**config.mk**
```make
export PLATFORM = sky130hd
export DESIGN_NAME = plpaps_top
export DESIGN_NICKNAME = d
export VERILOG_FILES = /design/src/include/plpaps_pkg.sv /design/src/rtl/plpaps_slice.sv /design/src/rtl/plpaps_sync.sv /design/src/rtl/plpaps_top.sv
export SDC_FILE = /design/constraint.sdc
export NUM_CORES = 1
export LEC_CHECK = 0
export ABC_CLOCK_PERIOD_IN_PS = 5100
export BUFFER_PORTS_ARGS = -buffer_cell sky130_fd_sc_hd__buf_2
export CAP_MARGIN = 20
export CORE_MARGIN = 2
export CORE_UTILIZATION = 40
export CTS_BUF_LIST = sky130_fd_sc_hd__clkbuf_4
export CTS_CLUSTER_SIZE = 12
export DETAILED_ROUTE_END_ITERATION = 7
export PLACE_DENSITY = 0.61
export SLEW_MARGIN = 30
export SYNTH_ARGS = -nofsm -noshare
export SYNTH_HDL_FRONTEND = slang
export SYNTH_HIERARCHICAL = 1
export SYNTH_SLANG_ARGS = --single-unit
```
**constraint.sdc**
```tcl
create_clock -name i_ref_clk -period 5.1 [get_ports i_ref_clk]
set_input_delay 0.765 -clock i_ref_clk [delete_from_list [all_inputs] [get_ports i_ref_clk]]
set_output_delay 0.765 -clock i_ref_clk [all_outputs]
set_load 0.02 [all_outputs]
```
**src/include/plpaps_pkg.sv**
```systemverilog
// constants, register map and state types of the port latch / pull-up / analog select block
// Operation
// RULE1 - pull-up select bit 0 disconnects, 1 connects the pin's on-chip pull-up
// RULE2 - small variants: software keeps port-0 pull-up bit 6, port-13 bit 1 zero
// RULE3 - pull-up only acts on input-mode pins, never on output or alternate output
// RULE4 - configuration register picks digital port or analog input for nine pins
// RULE5 - field N makes lowest N shared pins digital; values above 9 prohibited
// RULE6 - reset clears configuration register, all nine shared pins analog
// RULE7 - configuration register accepts bit and byte writes
// RULE8 - any configuration register write inserts one wait cycle
// RULE9 - software avoids configuration writes while peripheral clock is stopped
// RULE10 - software allocates digital shared pins upward from the first port-8 pin
// RULE11 - software sets analog pins to input in port-8 and port-9 direction
// RULE12 - output mode: write loads latch, latch drives the pin
// RULE13 - latch holds until written again; reset clears it
// RULE14 - input mode: write updates latch, pin stays undriven
// RULE15 - output-mode read returns latch, latch unchanged
// RULE16 - input-mode read returns sampled pin level, latch unchanged
// RULE17 - output-mode operation uses latch operand, result to latch and pin
// RULE18 - input-mode operation uses pin operand, result to latch, pin undriven
// RULE19 - bit instruction reads byte, modifies bit, writes whole byte back
// RULE20 - software rewrites latch before turning an input into an output
// RULE21 - fixed-zero pull-up bits read zero and ignore writes
package plpaps_pkg;

   // ***********************************************
   // port slots: P0 P1 P3 P4 P7 P12 P13 P8 P9
   // ***********************************************
   localparam int NSLOT = 9;
   localparam int SLOT_P1 = 1;
   localparam int SLOT_P8 = 7;
   localparam int SLOT_P9 = 8;

   localparam logic [15:0] DATA_ADDR [NSLOT] = '{16'hFF00, 16'hFF01, 16'hFF03, 16'hFF04,
      16'hFF07, 16'hFF0C, 16'hFF0D, 16'hFF08, 16'hFF09};
   localparam logic [15:0] DIR_ADDR [NSLOT] = '{16'hFF20, 16'hFF21, 16'hFF23, 16'hFF24,
      16'hFF27, 16'hFF2C, 16'hFF2D, 16'hFF28, 16'hFF29};
   // slots 7 and 8 have no pull-up register; their mask is zero
   localparam logic [15:0] PU_ADDR [NSLOT] = '{16'hFF30, 16'hFF31, 16'hFF33, 16'hFF34,
      16'hFF37, 16'hFF3C, 16'hFF3D, 16'h0000, 16'h0000};
   localparam logic [15:0] ANALOG_DIGITAL_PIN_CONFIG_ADDR = 16'hFF2F;

   // implemented bits per slot
   localparam logic [7:0] DATA_MASK [NSLOT] = '{8'h43, 8'hFF, 8'h0F, 8'h03,
      8'h0F, 8'h1F, 8'h03, 8'hFF, 8'h01};
   localparam logic [7:0] PU_MASK [NSLOT] = '{8'h43, 8'hFF, 8'h0F, 8'h03,
      8'h7F, 8'h01, 8'h02, 8'h00, 8'h00};

   // ***********************************************
   // reset values and limits
   // ***********************************************
   localparam logic [7:0] LAT_RST = 8'h00;
   localparam logic [7:0] DIR_RST = 8'hFF;
   localparam logic [7:0] PU_RST = 8'h00;
   localparam logic [3:0] ANALOG_DIGITAL_PIN_CONFIG_RST = 4'h0;
   localparam logic [3:0] ANALOG_DIGITAL_PIN_CONFIG_MAX = 4'h9;

   typedef struct packed {
      logic [3:0] analog_digital_pin_config;
      logic [NSLOT-1:0][7:0] pu;
      logic [NSLOT-1:0][7:0] dir;
      logic [NSLOT-1:0][7:0] lat;
      logic wt;
      logic [7:0] rdata;
      logic rvalid;
   } plpaps_st_t;

endpackage : plpaps_pkg

```
**src/rtl/plpaps_slice.sv**
```systemverilog
// one 8-bit port slice: read mux, output enable and pull-up gating
`timescale 1ns/100ps
`default_nettype none
module plpaps_slice #(
   parameter logic [7:0] MASK = 8'hFF
) (
   input wire logic [7:0] i_lat,
   input wire logic [7:0] i_dir,
   input wire logic [7:0] i_pin,
   input wire logic [7:0] i_pu,
   input wire logic [7:0] i_alt,
   input wire logic [7:0] i_dig,
   output logic [7:0] o_rd,
   output logic [7:0] o_oe,
   output logic [7:0] o_pu
);

   // dir bit 1 means input; analog pins read zero and are never driven
   always_comb begin
      o_rd = ((i_dir & i_pin) | (~i_dir & i_lat)) & i_dig & MASK; // see RULE15 see RULE16
      o_oe = ~i_dir & i_dig & MASK; // see RULE12 see RULE14
      o_pu = i_pu & i_dir & ~i_alt & MASK; // see RULE1 see RULE3
   end

endmodule : plpaps_slice
`default_nettype wire

```
**src/rtl/plpaps_sync.sv**
```systemverilog
// three-stage pin synchroniser with agreement filter
`timescale 1ns/100ps
`default_nettype none
module plpaps_sync #(
   parameter int W = 8
) (
   input wire logic i_ref_clk,
   input wire logic i_reset_n,
   input wire logic [W-1:0] i_d,
   output logic [W-1:0] o_q
);

   typedef struct packed {
      logic [W-1:0] s1;
      logic [W-1:0] s2;
      logic [W-1:0] s3;
      logic [W-1:0] q;
   } plpaps_sync_st_t;

   plpaps_sync_st_t st_r;
   plpaps_sync_st_t st_nxt;

   // s1 feeds only s2; q follows once s2 and s3 agree
   always_comb begin
      st_nxt = st_r;
      st_nxt.s1 = i_d;
      st_nxt.s2 = st_r.s1;
      st_nxt.s3 = st_r.s2;
      st_nxt.q = (~(st_r.s2 ^ st_r.s3) & st_r.s2) | ((st_r.s2 ^ st_r.s3) & st_r.q);
   end

   always_ff @(posedge i_ref_clk or negedge i_reset_n) begin
      if (!i_reset_n) begin
         st_r <= '0;
      end else begin
         st_r <= st_nxt;
      end
   end

   assign o_q = st_r.q;

endmodule : plpaps_sync
`default_nettype wire

```
**src/rtl/plpaps_top.sv**
```systemverilog
// port latches, direction, pull-up select and analog/digital pin configuration
`timescale 1ns/100ps
`default_nettype none
module plpaps_top (
   input wire logic i_ref_clk,
   input wire logic i_reset_n,
   input wire logic [15:0] i_addr,
   input wire logic i_rd,
   input wire logic i_wr,
   input wire logic i_bit,
   input wire logic [2:0] i_bit_idx,
   input wire logic i_bit_val,
   input wire logic [7:0] i_wdata,
   output logic [7:0] o_rdata,
   output logic o_rvalid,
   output logic o_wait,
   input wire logic [plpaps_pkg::NSLOT-1:0][7:0] i_pin_in,
   input wire logic [plpaps_pkg::NSLOT-1:0][7:0] i_alt_out_en,
   output logic [plpaps_pkg::NSLOT-1:0][7:0] o_pin_out,
   output logic [plpaps_pkg::NSLOT-1:0][7:0] o_pin_oe,
   output logic [plpaps_pkg::NSLOT-1:0][7:0] o_pullup_en,
   output logic [8:0] o_analog_sel
);
   import plpaps_pkg::*;

   // ***********************************************
   // state and helpers
   // ***********************************************
   plpaps_st_t st_r;
   plpaps_st_t st_nxt;

   // pin_q: filtered pad levels; rdv: per-slot read view seen by the cpu
   // dig: per-bit digital enable, all ones except on the converter-shared slots
   logic [NSLOT-1:0][7:0] pin_q;
   logic [NSLOT-1:0][7:0] rdv;
   logic [NSLOT-1:0][7:0] dig;
   logic [8:0] dig9;
   logic analog_digital_pin_config_wr;

   // ***********************************************
   // pin synchronisers
   // ***********************************************

   // pins are asynchronous to the cpu clock
   // the filter costs about four edges, so a read just after a pad change sees the old level
   plpaps_sync #(
      .W(NSLOT * 8)
   ) u_sync (
      .i_ref_clk(i_ref_clk),
      .i_reset_n(i_reset_n),
      .i_d(i_pin_in),
      .o_q(pin_q)
   );

   // ***********************************************
   // analog / digital decode
   // ***********************************************

   // value N turns on the lowest N shared pins as digital
   // prohibited values never reach the register, so the shift stays inside ten bits
   assign dig9 = 9'((10'h001 << st_r.analog_digital_pin_config) - 10'h001); // see RULE4 see RULE5
   assign o_analog_sel = ~dig9; // see RULE4

   // only slots 7 and 8 share pins with the converter
   always_comb begin
      for (int s = 0; s < NSLOT; s++) begin
         dig[s] = 8'hFF;
      end
      dig[SLOT_P8] = dig9[7:0];
      dig[SLOT_P9] = {7'h00, dig9[8]};
   end

   // ***********************************************
   // port slices
   // ***********************************************
   // one slice per port keeps each implemented-bit mask next to the logic using it
   for (genvar g = 0; g < NSLOT; g++) begin : g_slice
      plpaps_slice #(
         .MASK(DATA_MASK[g])
      ) u_slice (
         .i_lat(st_r.lat[g]),
         .i_dir(st_r.dir[g]),
         .i_pin(pin_q[g]),
         .i_pu(st_r.pu[g]),
         .i_alt(i_alt_out_en[g]),
         .i_dig(dig[g]),
         .o_rd(rdv[g]),
         .o_oe(o_pin_oe[g]),
         .o_pu(o_pullup_en[g])
      );
   end

   // latch always reaches the pad; the enable decides whether it shows
   assign o_pin_out = st_r.lat; // see RULE12

   // ***********************************************
   // register access
   // ***********************************************

   // a configuration write is held off for one cycle, then taken
   // dropping i_wr in the wait cycle loses the write: the cpu side must hold it
   // only this register pays the wait; every other register answers at once
   assign analog_digital_pin_config_wr = i_wr && (i_addr == ANALOG_DIGITAL_PIN_CONFIG_ADDR);
   assign o_wait = analog_digital_pin_config_wr && !st_r.wt; // see RULE8

   always_comb begin
      logic [7:0] cur;
      logic [7:0] wv;
      logic [7:0] bm;
      cur = 8'h00;
      wv = 8'h00;
      bm = 8'h00;
      st_nxt = st_r;
      st_nxt.rvalid = 1'b0;

      // current view of the addressed register; unmapped reads zero
      for (int s = 0; s < NSLOT; s++) begin
         if (i_addr == DATA_ADDR[s]) begin
            cur = rdv[s]; // see RULE17 see RULE18
         end
         if (i_addr == DIR_ADDR[s]) begin
            cur = st_r.dir[s];
         end
         if ((PU_MASK[s] != 8'h00) && (i_addr == PU_ADDR[s])) begin
            cur = st_r.pu[s];
         end
      end
      if (i_addr == ANALOG_DIGITAL_PIN_CONFIG_ADDR) begin
         cur = {4'h0, st_r.analog_digital_pin_config};
      end

      // bit instructions rewrite the whole byte from the current view
      bm = 8'h01 << i_bit_idx;
      if (i_bit) begin
         wv = (cur & ~bm) | ({8{i_bit_val}} & bm); // see RULE19 see RULE7
      end else begin
         wv = i_wdata;
      end

      // reads never touch the latch
      if (i_rd) begin
         st_nxt.rdata = cur; // see RULE15 see RULE16
         st_nxt.rvalid = 1'b1;
      end

      st_nxt.wt = analog_digital_pin_config_wr && !st_r.wt; // see RULE8

      if (i_wr) begin
         for (int s = 0; s < NSLOT; s++) begin
            // latch loads in either mode; only the enable differs
            if (i_addr == DATA_ADDR[s]) begin
               st_nxt.lat[s] = wv & DATA_MASK[s]; // see RULE12 see RULE14 see RULE13
            end
            if (i_addr == DIR_ADDR[s]) begin
               st_nxt.dir[s] = wv & DATA_MASK[s];
            end
            if ((PU_MASK[s] != 8'h00) && (i_addr == PU_ADDR[s])) begin
               st_nxt.pu[s] = wv & PU_MASK[s]; // see RULE21 see RULE1
            end
         end
         // prohibited values are dropped so the decode stays contiguous
         if (analog_digital_pin_config_wr && st_r.wt && (wv[3:0] <= ANALOG_DIGITAL_PIN_CONFIG_MAX)) begin
            st_nxt.analog_digital_pin_config = wv[3:0]; // see RULE5 see RULE7
         end
      end
   end

   // ***********************************************
   // state register
   // ***********************************************

   // the reset branch loads constants only; the struct is set field by field, dir to all ones, the rest to zero
   always_ff @(posedge i_ref_clk or negedge i_reset_n) begin
      if (!i_reset_n) begin
         st_r.analog_digital_pin_config <= ANALOG_DIGITAL_PIN_CONFIG_RST; // see RULE6
         st_r.pu <= {NSLOT{PU_RST}};
         st_r.dir <= {NSLOT{DIR_RST}};
         st_r.lat <= {NSLOT{LAT_RST}}; // see RULE13
         st_r.wt <= 1'b0;
         st_r.rdata <= 8'h00;
         st_r.rvalid <= 1'b0;
      end else begin
         st_r <= st_nxt;
      end
   end

   assign o_rdata = st_r.rdata;
   assign o_rvalid = st_r.rvalid;
endmodule : plpaps_top
`default_nettype wire

```
Yosys cells after proc, flatten, opt, wreduce, memory -nomap -nowiden

Cells that the tools add are included.

Register bits: 437
Bits in latches: 0
RAM bits: 0
Bits in read-only memories: 0
Output and inout port bits: 235
Logic and storage cells: 193
Memories kept: 0

Add/sub/neg operators: 1
Multiply operators: 0
Div/mod/pow operators: 0
Magnitude comparators: 1
Equal/unequal tests: 26
Shift operators: 2
Multiplexer cells: 28
Bitwise operators: 71
Reductions and logical operators: 31

Operators with widths:

| kind                                             | count |
|---|---|
| equality test 16 bit, second input constant      | 26 |
| two-way mux 8 bit                                | 26 |
| AND 72 bit                                       | 2 |
| AND 8 bit                                        | 10 |
| NOT 72 bit                                       | 1 |
| OR 72 bit                                        | 1 |
| bitwise XOR 72 bit                               | 1 |
| AND reduction 2 bit                              | 26 |
| AND 4 bit                                        | 8 |
| NOT 8 bit                                        | 4 |
| AND 7 bit                                        | 4 |
| OR 8 bit                                         | 3 |
| AND 2 bit                                        | 8 |
| NOT 4 bit                                        | 4 |
| AND 5 bit                                        | 3 |
| NOT 7 bit                                        | 2 |
| NOT 5 bit                                        | 2 |
| NOT 9 bit                                        | 1 |
| left shift 1 x 4 -> 9 bit, first input constant  | 1 |
| subtractor 9 x 1 -> 9 bit, second input constant | 1 |
| NOT 2 bit                                        | 4 |
| OR 4 bit                                         | 2 |
| left shift 1 x 3 -> 8 bit, first input constant  | 1 |
| two-way mux 7 bit                                | 1 |
| 11 further kinds                                 | 18 |

Longest topological paths before layout

Word-level depth: 35
Mapped depth: 16
Depth with buffers taken out: 15

Hierarchy

Netlist, hierarchy kept.

Modules (own cells, without submodules):

| module                                | instances | cells an instance | area an instance (µm²) |
|---|---|---|---|
| plpaps_sync                           | 1         | 432               | 8558.2 |
| plpaps_top                            | 1         | 933               | 7827.5 |
| plpaps_slice (g_slice[1].u_slice ...) | 2         | 40                | 251.5 |
| plpaps_slice (g_slice[2].u_slice ...) | 2         | 33                | 220.2 |
| plpaps_slice (g_slice[3].u_slice ...) | 2         | 29                | 202.7 |
| plpaps_slice (g_slice[5].u_slice)     | 1         | 35                | 229.0 |
| plpaps_slice (g_slice[0].u_slice)     | 1         | 31                | 211.5 |
| plpaps_slice (g_slice[8].u_slice)     | 1         | 27                | 193.9 |

Least setup slack after synthesis

Ideal clock, no wire load.

Path type: input to register
Start: input i_addr[4]
End: register st_r[226] in the netlist's numbering
Arrival: 3.242 ns
Setup slack: 1.778 ns
Stages on the path: 13
Path buffers: 4
Cells stage by stage: buf_2 or4b_1 buf_6 nor3_4 buf_6 a32oi_2 o32ai_2 a32oi_1 a211o_1 a221o_1 buf_6 a22oi_2 mux2i_1

Word-level cells in the longest chain between the ends: 33
Elaborated cells on any way between the ends: 60
Classes of those cells: 1 x order compare; 26 x eq/ne; 27 x mux; 2 x bitwise; 4 x reduce/logical

RTL lines:

| what                                 | line              | text |
|---|---|---|
| start, declared                      | plpaps_top.sv:7   | `input wire logic [15:0] i_addr,` |
| equality test 16 bit                 | plpaps_top.sv:118 | `if (i_addr == DATA_ADDR[s]) begin` |
| two-way mux 7 bit                    | plpaps_top.sv:118 |  |
| two-way mux 8 bit                    | plpaps_top.sv:121 | `if (i_addr == DIR_ADDR[s]) begin` |
| two-way mux 8 bit                    | plpaps_top.sv:124 | `if ((PU_MASK[s] != 8'h00) && (i_addr == PU_ADDR[s])) begin` |
| two-way mux 8 bit                    | plpaps_top.sv:118 |  |
| two-way mux 8 bit                    | plpaps_top.sv:121 |  |
| two-way mux 8 bit                    | plpaps_top.sv:124 |  |
| two-way mux 8 bit                    | plpaps_top.sv:118 |  |
| [... 17 more ...]                    | n/a               |  |
| two-way mux 8 bit                    | plpaps_top.sv:121 |  |
| two-way mux 8 bit                    | plpaps_top.sv:128 | `if (i_addr == ANALOG_DIGITAL_PIN_CONFIG_ADDR) begin` |
| AND 8 bit                            | plpaps_top.sv:135 | `wv = (cur & ~bm) \| ({8{i_bit_val}} & bm);` |
| OR 8 bit                             | plpaps_top.sv:135 |  |
| two-way mux 8 bit                    | plpaps_top.sv:134 | `if (i_bit) begin` |
| <= comparator 4 bit                  | plpaps_top.sv:162 | `if (analog_digital_pin_config_wr && st_r.wt && (wv[3:0] <= ANALOG_DIGITAL_PIN_CONFIG_MAX)) begin` |
| logical AND 1 bit                    | plpaps_top.sv:162 |  |
| AND reduction 2 bit (no source line) | n/a               |  |
| end signal, assigned                 | plpaps_top.sv:183 | `st_r <= st_nxt;` |
| end, declared                        | plpaps_top.sv:29  | `plpaps_st_t st_r;` |

Parallel ways exist; a longest one is shown, timed or not.
A chain may end at the register's enable or synchronous reset.

==> impl_metrics.prom <==
# TYPE chip_impl_metric gauge
chip_impl_metric{name="floorplan.core_area",unit="mm2"} 0.0353
chip_impl_info{name="startpoint_type",value="register"} 1
chip_impl_metric{name="dieArea",unit="mm2"} 0.0370
chip_impl_metric{name="layout_worst_path_cycle_share",unit="%"} 79.5
chip_impl_metric{name="grt_antenna_before_repair",unit=""} 1
chip_impl_metric{name="pwr_density_cell",unit="mW/mm2"} 296
chip_impl_metric{name="clkLatencyLatePin",unit="ns"} 0.75
chip_impl_metric{name="worst_clock_skew",unit="ns"} 0.0478
chip_impl_metric{name="final_net_count",unit=""} 1890
chip_impl_metric{name="clock_path_buffers",unit=""} 3
chip_impl_info{name="hold_path.class",value="input port to register"} 1
chip_impl_metric{name="dieWidth",unit="um"} 192
chip_impl_metric{name="htree_num_levels",unit=""} 3
chip_impl_metric{name="cts_made_buffers",unit=""} 78
chip_impl_metric{name="maximum_number_of_pins_on_one_net_before_global_route_repair",unit=""} 91
chip_impl_metric{name="grt_first_pass_wirelength",unit="mm"} 62.0
chip_impl_metric{name="place_worst_setup_slack",unit="ns"} 0.860
chip_impl_info{name="critical_path.endpoint_type",value="register"} 1
chip_impl_metric{name="clk_pin_slew_worst_paths",unit="ns"} 0.06
chip_impl_metric{name="worstPathRequired",unit="ns"} 5.67
chip_impl_info{name="worstPathCellList",value="or2_2 -> or3_1 -> ha_1 -> a21oi_1 -> nor2_1 -> a21o_1 -> nor2b_1 -> a221o_1 -> nor3_1 -> o31ai_1 -> and3_1 -> a21oi_1 -> a21oi_1"} 1
chip_impl_metric{name="post-route-min-period",unit="ns"} 4.06
chip_impl_metric{name="areaGrowthSynthToFinish",unit="%"} 13.5
chip_impl_metric{name="crit_path_buf_inv_count",unit=""} 0
chip_impl_metric{name="final.setup.tns",unit="ns"} 0
chip_impl_metric{name="track_usage",unit="%"} 22.3
chip_impl_metric{name="drt_first_iter_violations",unit=""} 563
chip_impl_info{name="root_buffer_cell",value="sky130_fd_sc_hd__clkbuf_4"} 1
chip_impl_metric{name="initial_utilization",unit="%"} 40.2
chip_impl_info{name="worst-setup-path-type",value="register to register"} 1
chip_impl_metric{name="gp_routability_congestion",unit=""} 0.869
chip_impl_info{name="timing.critical_path.mode_cell",value="sky130_fd_sc_hd__a21oi_1"} 1
chip_impl_metric{name="worst_pin_slew",unit="ns"} 0.926
chip_impl_metric{name="number_of_warnings_reported_in_the_yosys_synthesis_log",unit=""} 6
chip_impl_metric{name="hold_slack",unit="ns"} 0.119
chip_impl_metric{name="critPathMaxFanout",unit=""} 9
chip_impl_metric{name="avgSynthCellArea",unit="um2"} 9.79
chip_impl_metric{name="peakVddDrop",unit="uV"} 187
chip_impl_metric{name="cp_data_arrival_time",unit="ns"} 4.63
chip_impl_metric{name="syn_inst",unit=""} 1452
chip_impl_info{name="slowest_stage",value="sky130_fd_sc_hd__a21oi_1"} 1
chip_impl_metric{name="layout-drive-gt1-share",unit="%"} 28.5
chip_impl_metric{name="synthesis.area",unit="mm2"} 0.0142
chip_impl_metric{name="boundaryPins",unit=""} 412
chip_impl_metric{name="post_cts_resized",unit=""} 0
chip_impl_metric{name="post-route-cell-area",unit="mm2"} 0.0161
chip_impl_metric{name="port_buffers",unit=""} 222
chip_impl_metric{name="drc",unit=""} 0
chip_impl_metric{name="slowest_delay",unit="ns"} 0.71
chip_impl_metric{name="finalSetupViolCount",unit=""} 0
chip_impl_info{name="tritoncts",value="built"} 1
chip_impl_metric{name="floorplan.die.height",unit="um"} 192
chip_impl_metric{name="drv.max_cap_violation_count",unit=""} 0
chip_impl_metric{name="finalWorstSetupSlack",unit="ns"} 1.04
chip_impl_metric{name="hold_fails_final_rpt",unit=""} 0
chip_impl_metric{name="drt_pre_antenna_iters",unit=""} 5
chip_impl_info{name="setup_repair_after_global_routing_missed_its_margin",value="false"} 1
chip_impl_metric{name="slew_violations",unit=""} 0
chip_impl_metric{name="placed_cell_area",unit="mm2"} 0.0150
chip_impl_metric{name="cellLeakagePower",unit="nW"} 7.37
chip_impl_metric{name="viasPerCell",unit=""} 4.87
chip_impl_metric{name="placement_rows",unit=""} 69
chip_impl_metric{name="timing.fmax",unit="GHz"} 0.247
chip_impl_metric{name="drt-wirelength-per-cell",unit="um"} 18.3
chip_impl_metric{name="dp_hpwl",unit="mm"} 29.8
chip_impl_metric{name="clkSinkCount",unit=""} 269
chip_impl_info{name="crit_family",value="compound AO/OA/AOI/OAI gates"} 1
chip_impl_metric{name="routed_wl",unit="mm"} 40.8
chip_impl_metric{name="residual_antenna_violating_net_count_after_detailed_routing",unit=""} 0
chip_impl_metric{name="grt_overflow_total",unit=""} 0
chip_impl_metric{name="relSlewSlack",unit="%"} 38.3
chip_impl_metric{name="via_count",unit=""} 10900
chip_impl_info{name="run_status",value="finished, final reports clean"} 1
chip_impl_metric{name="grt_pass1_vias",unit=""} 10600
[per-stage QoR]
step	instances	utilization [%]	total power, mW
4_1_cts	2234	45.7	4.86
3_5_place_dp	2092	42.6	2.67
5_1_grt	2235	45.7	5.03
3_3_place_gp	2092	42.6	2.66
6_report	2235	45.7	4.77
2_1_floorplan	1653	-	2.62
[final cells by class]
type	instances	area, um2
well taps	461	577
multi-input cells	1085	6190
flip-flops and latches	269	6790
inverters	17	63.8
clock buffers	122	916
diodes	1	2.50
clock inverters	19	151
repair buffers	261	1440
fillers	3475	19200
[per-layer routing]
layer / wire length (um) / GRT usage, %
met1: 18600 / 30.9
met5: 0 / 0
met3: 2810 / 5.15
met4: 820 / 7.81
met2: 18600 / 34.2
[power by group]
group / internal [mW] / total [mW] / switching, mW / leakage, nW
registers: 2.21 / 2.25 / 0.0405 / 3.24
clock network: 1.23 / 2.14 / 0.906 / 0.634
logic: 0.113 / 0.375 / 0.261 / 3.49
total: 3.56 / 4.77 / 1.21 / 7.37
[worst reg2reg max path: cells and delay by family (launching register included)]
| kind | cells | cell delay [ns] |
|---|---|---|
| AOI/OAI and AO/OA | 6 | 1.79 |
| and+or+nand+nor | 6 | 1.35 |
| adders and majority gates | 1 | 0.28 |
| DFF | 1 | 0.46 |
[cell usage in the layout (no fill, tap or decap), types with 15 or more instances in the layout]
| cell | count |
|---|---|
| sky130_fd_sc_hd__nand2_1 | 155 |
| sky130_fd_sc_hd__dfstp_2 | 44 |
| sky130_fd_sc_hd__nor2_1 | 135 |
| sky130_fd_sc_hd__maj3_2 | 37 |
| sky130_fd_sc_hd__o21ai_0 | 58 |
| sky130_fd_sc_hd__o21ai_1 | 31 |
| sky130_fd_sc_hd__clkbuf_4 | 122 |
| sky130_fd_sc_hd__a21oi_1 | 70 |
| sky130_fd_sc_hd__clkinv_1 | 15 |
| sky130_fd_sc_hd__inv_1 | 16 |
| sky130_fd_sc_hd__and2b_1 | 28 |
| sky130_fd_sc_hd__nor2b_1 | 44 |
| sky130_fd_sc_hd__buf_4 | 36 |
| sky130_fd_sc_hd__dfrtp_1 | 225 |
| sky130_fd_sc_hd__buf_2 | 221 |
| sky130_fd_sc_hd__mux2i_1 | 44 |
| sky130_fd_sc_hd__conb_1 | 210 |
| sky130_fd_sc_hd__nand3_1 | 24 |
[what timing repair did]
action | in CTS | in global routing
hold buffers | 1 | 0
setup endpoints to repair | 0 | 0
setup buffers | 0 | 0
endpoints found under the hold margin | 54 | 0
[path summary, 6_finish.rpt]
| kind | startpoint | slack [ns] | cells past startpoint | to |
|---|---|---|---|---|
| worst max-delay path | st_r[227]$_DFFE_PN0P_ | 1.04 | 13 | st_r[168]$_DFFE_PN0P_ |
| worst min-delay path | i_pin_in[57] | 0.12 | 1 | u_sync/st_nxt[201]$_DFF_PN0_ |
| worst max register to register | st_r[227]$_DFFE_PN0P_ | 1.04 | 13 | st_r[168]$_DFFE_PN0P_ |
| worst min register to register | u_sync/st_nxt[155]$_DFF_PN0_ | 0.34 | 0 | u_sync/st_nxt[83]$_DFF_PN0_ |
| max in group asynchronous | i_reset_n | 3.36 | 3 | u_sync/st_r[120]$_DFF_PN0_ |
| min in group asynchronous | i_reset_n | 0.58 | 2 | u_sync/st_nxt[159]$_DFF_PN0_ |
(Power assumes the default switching activity.)
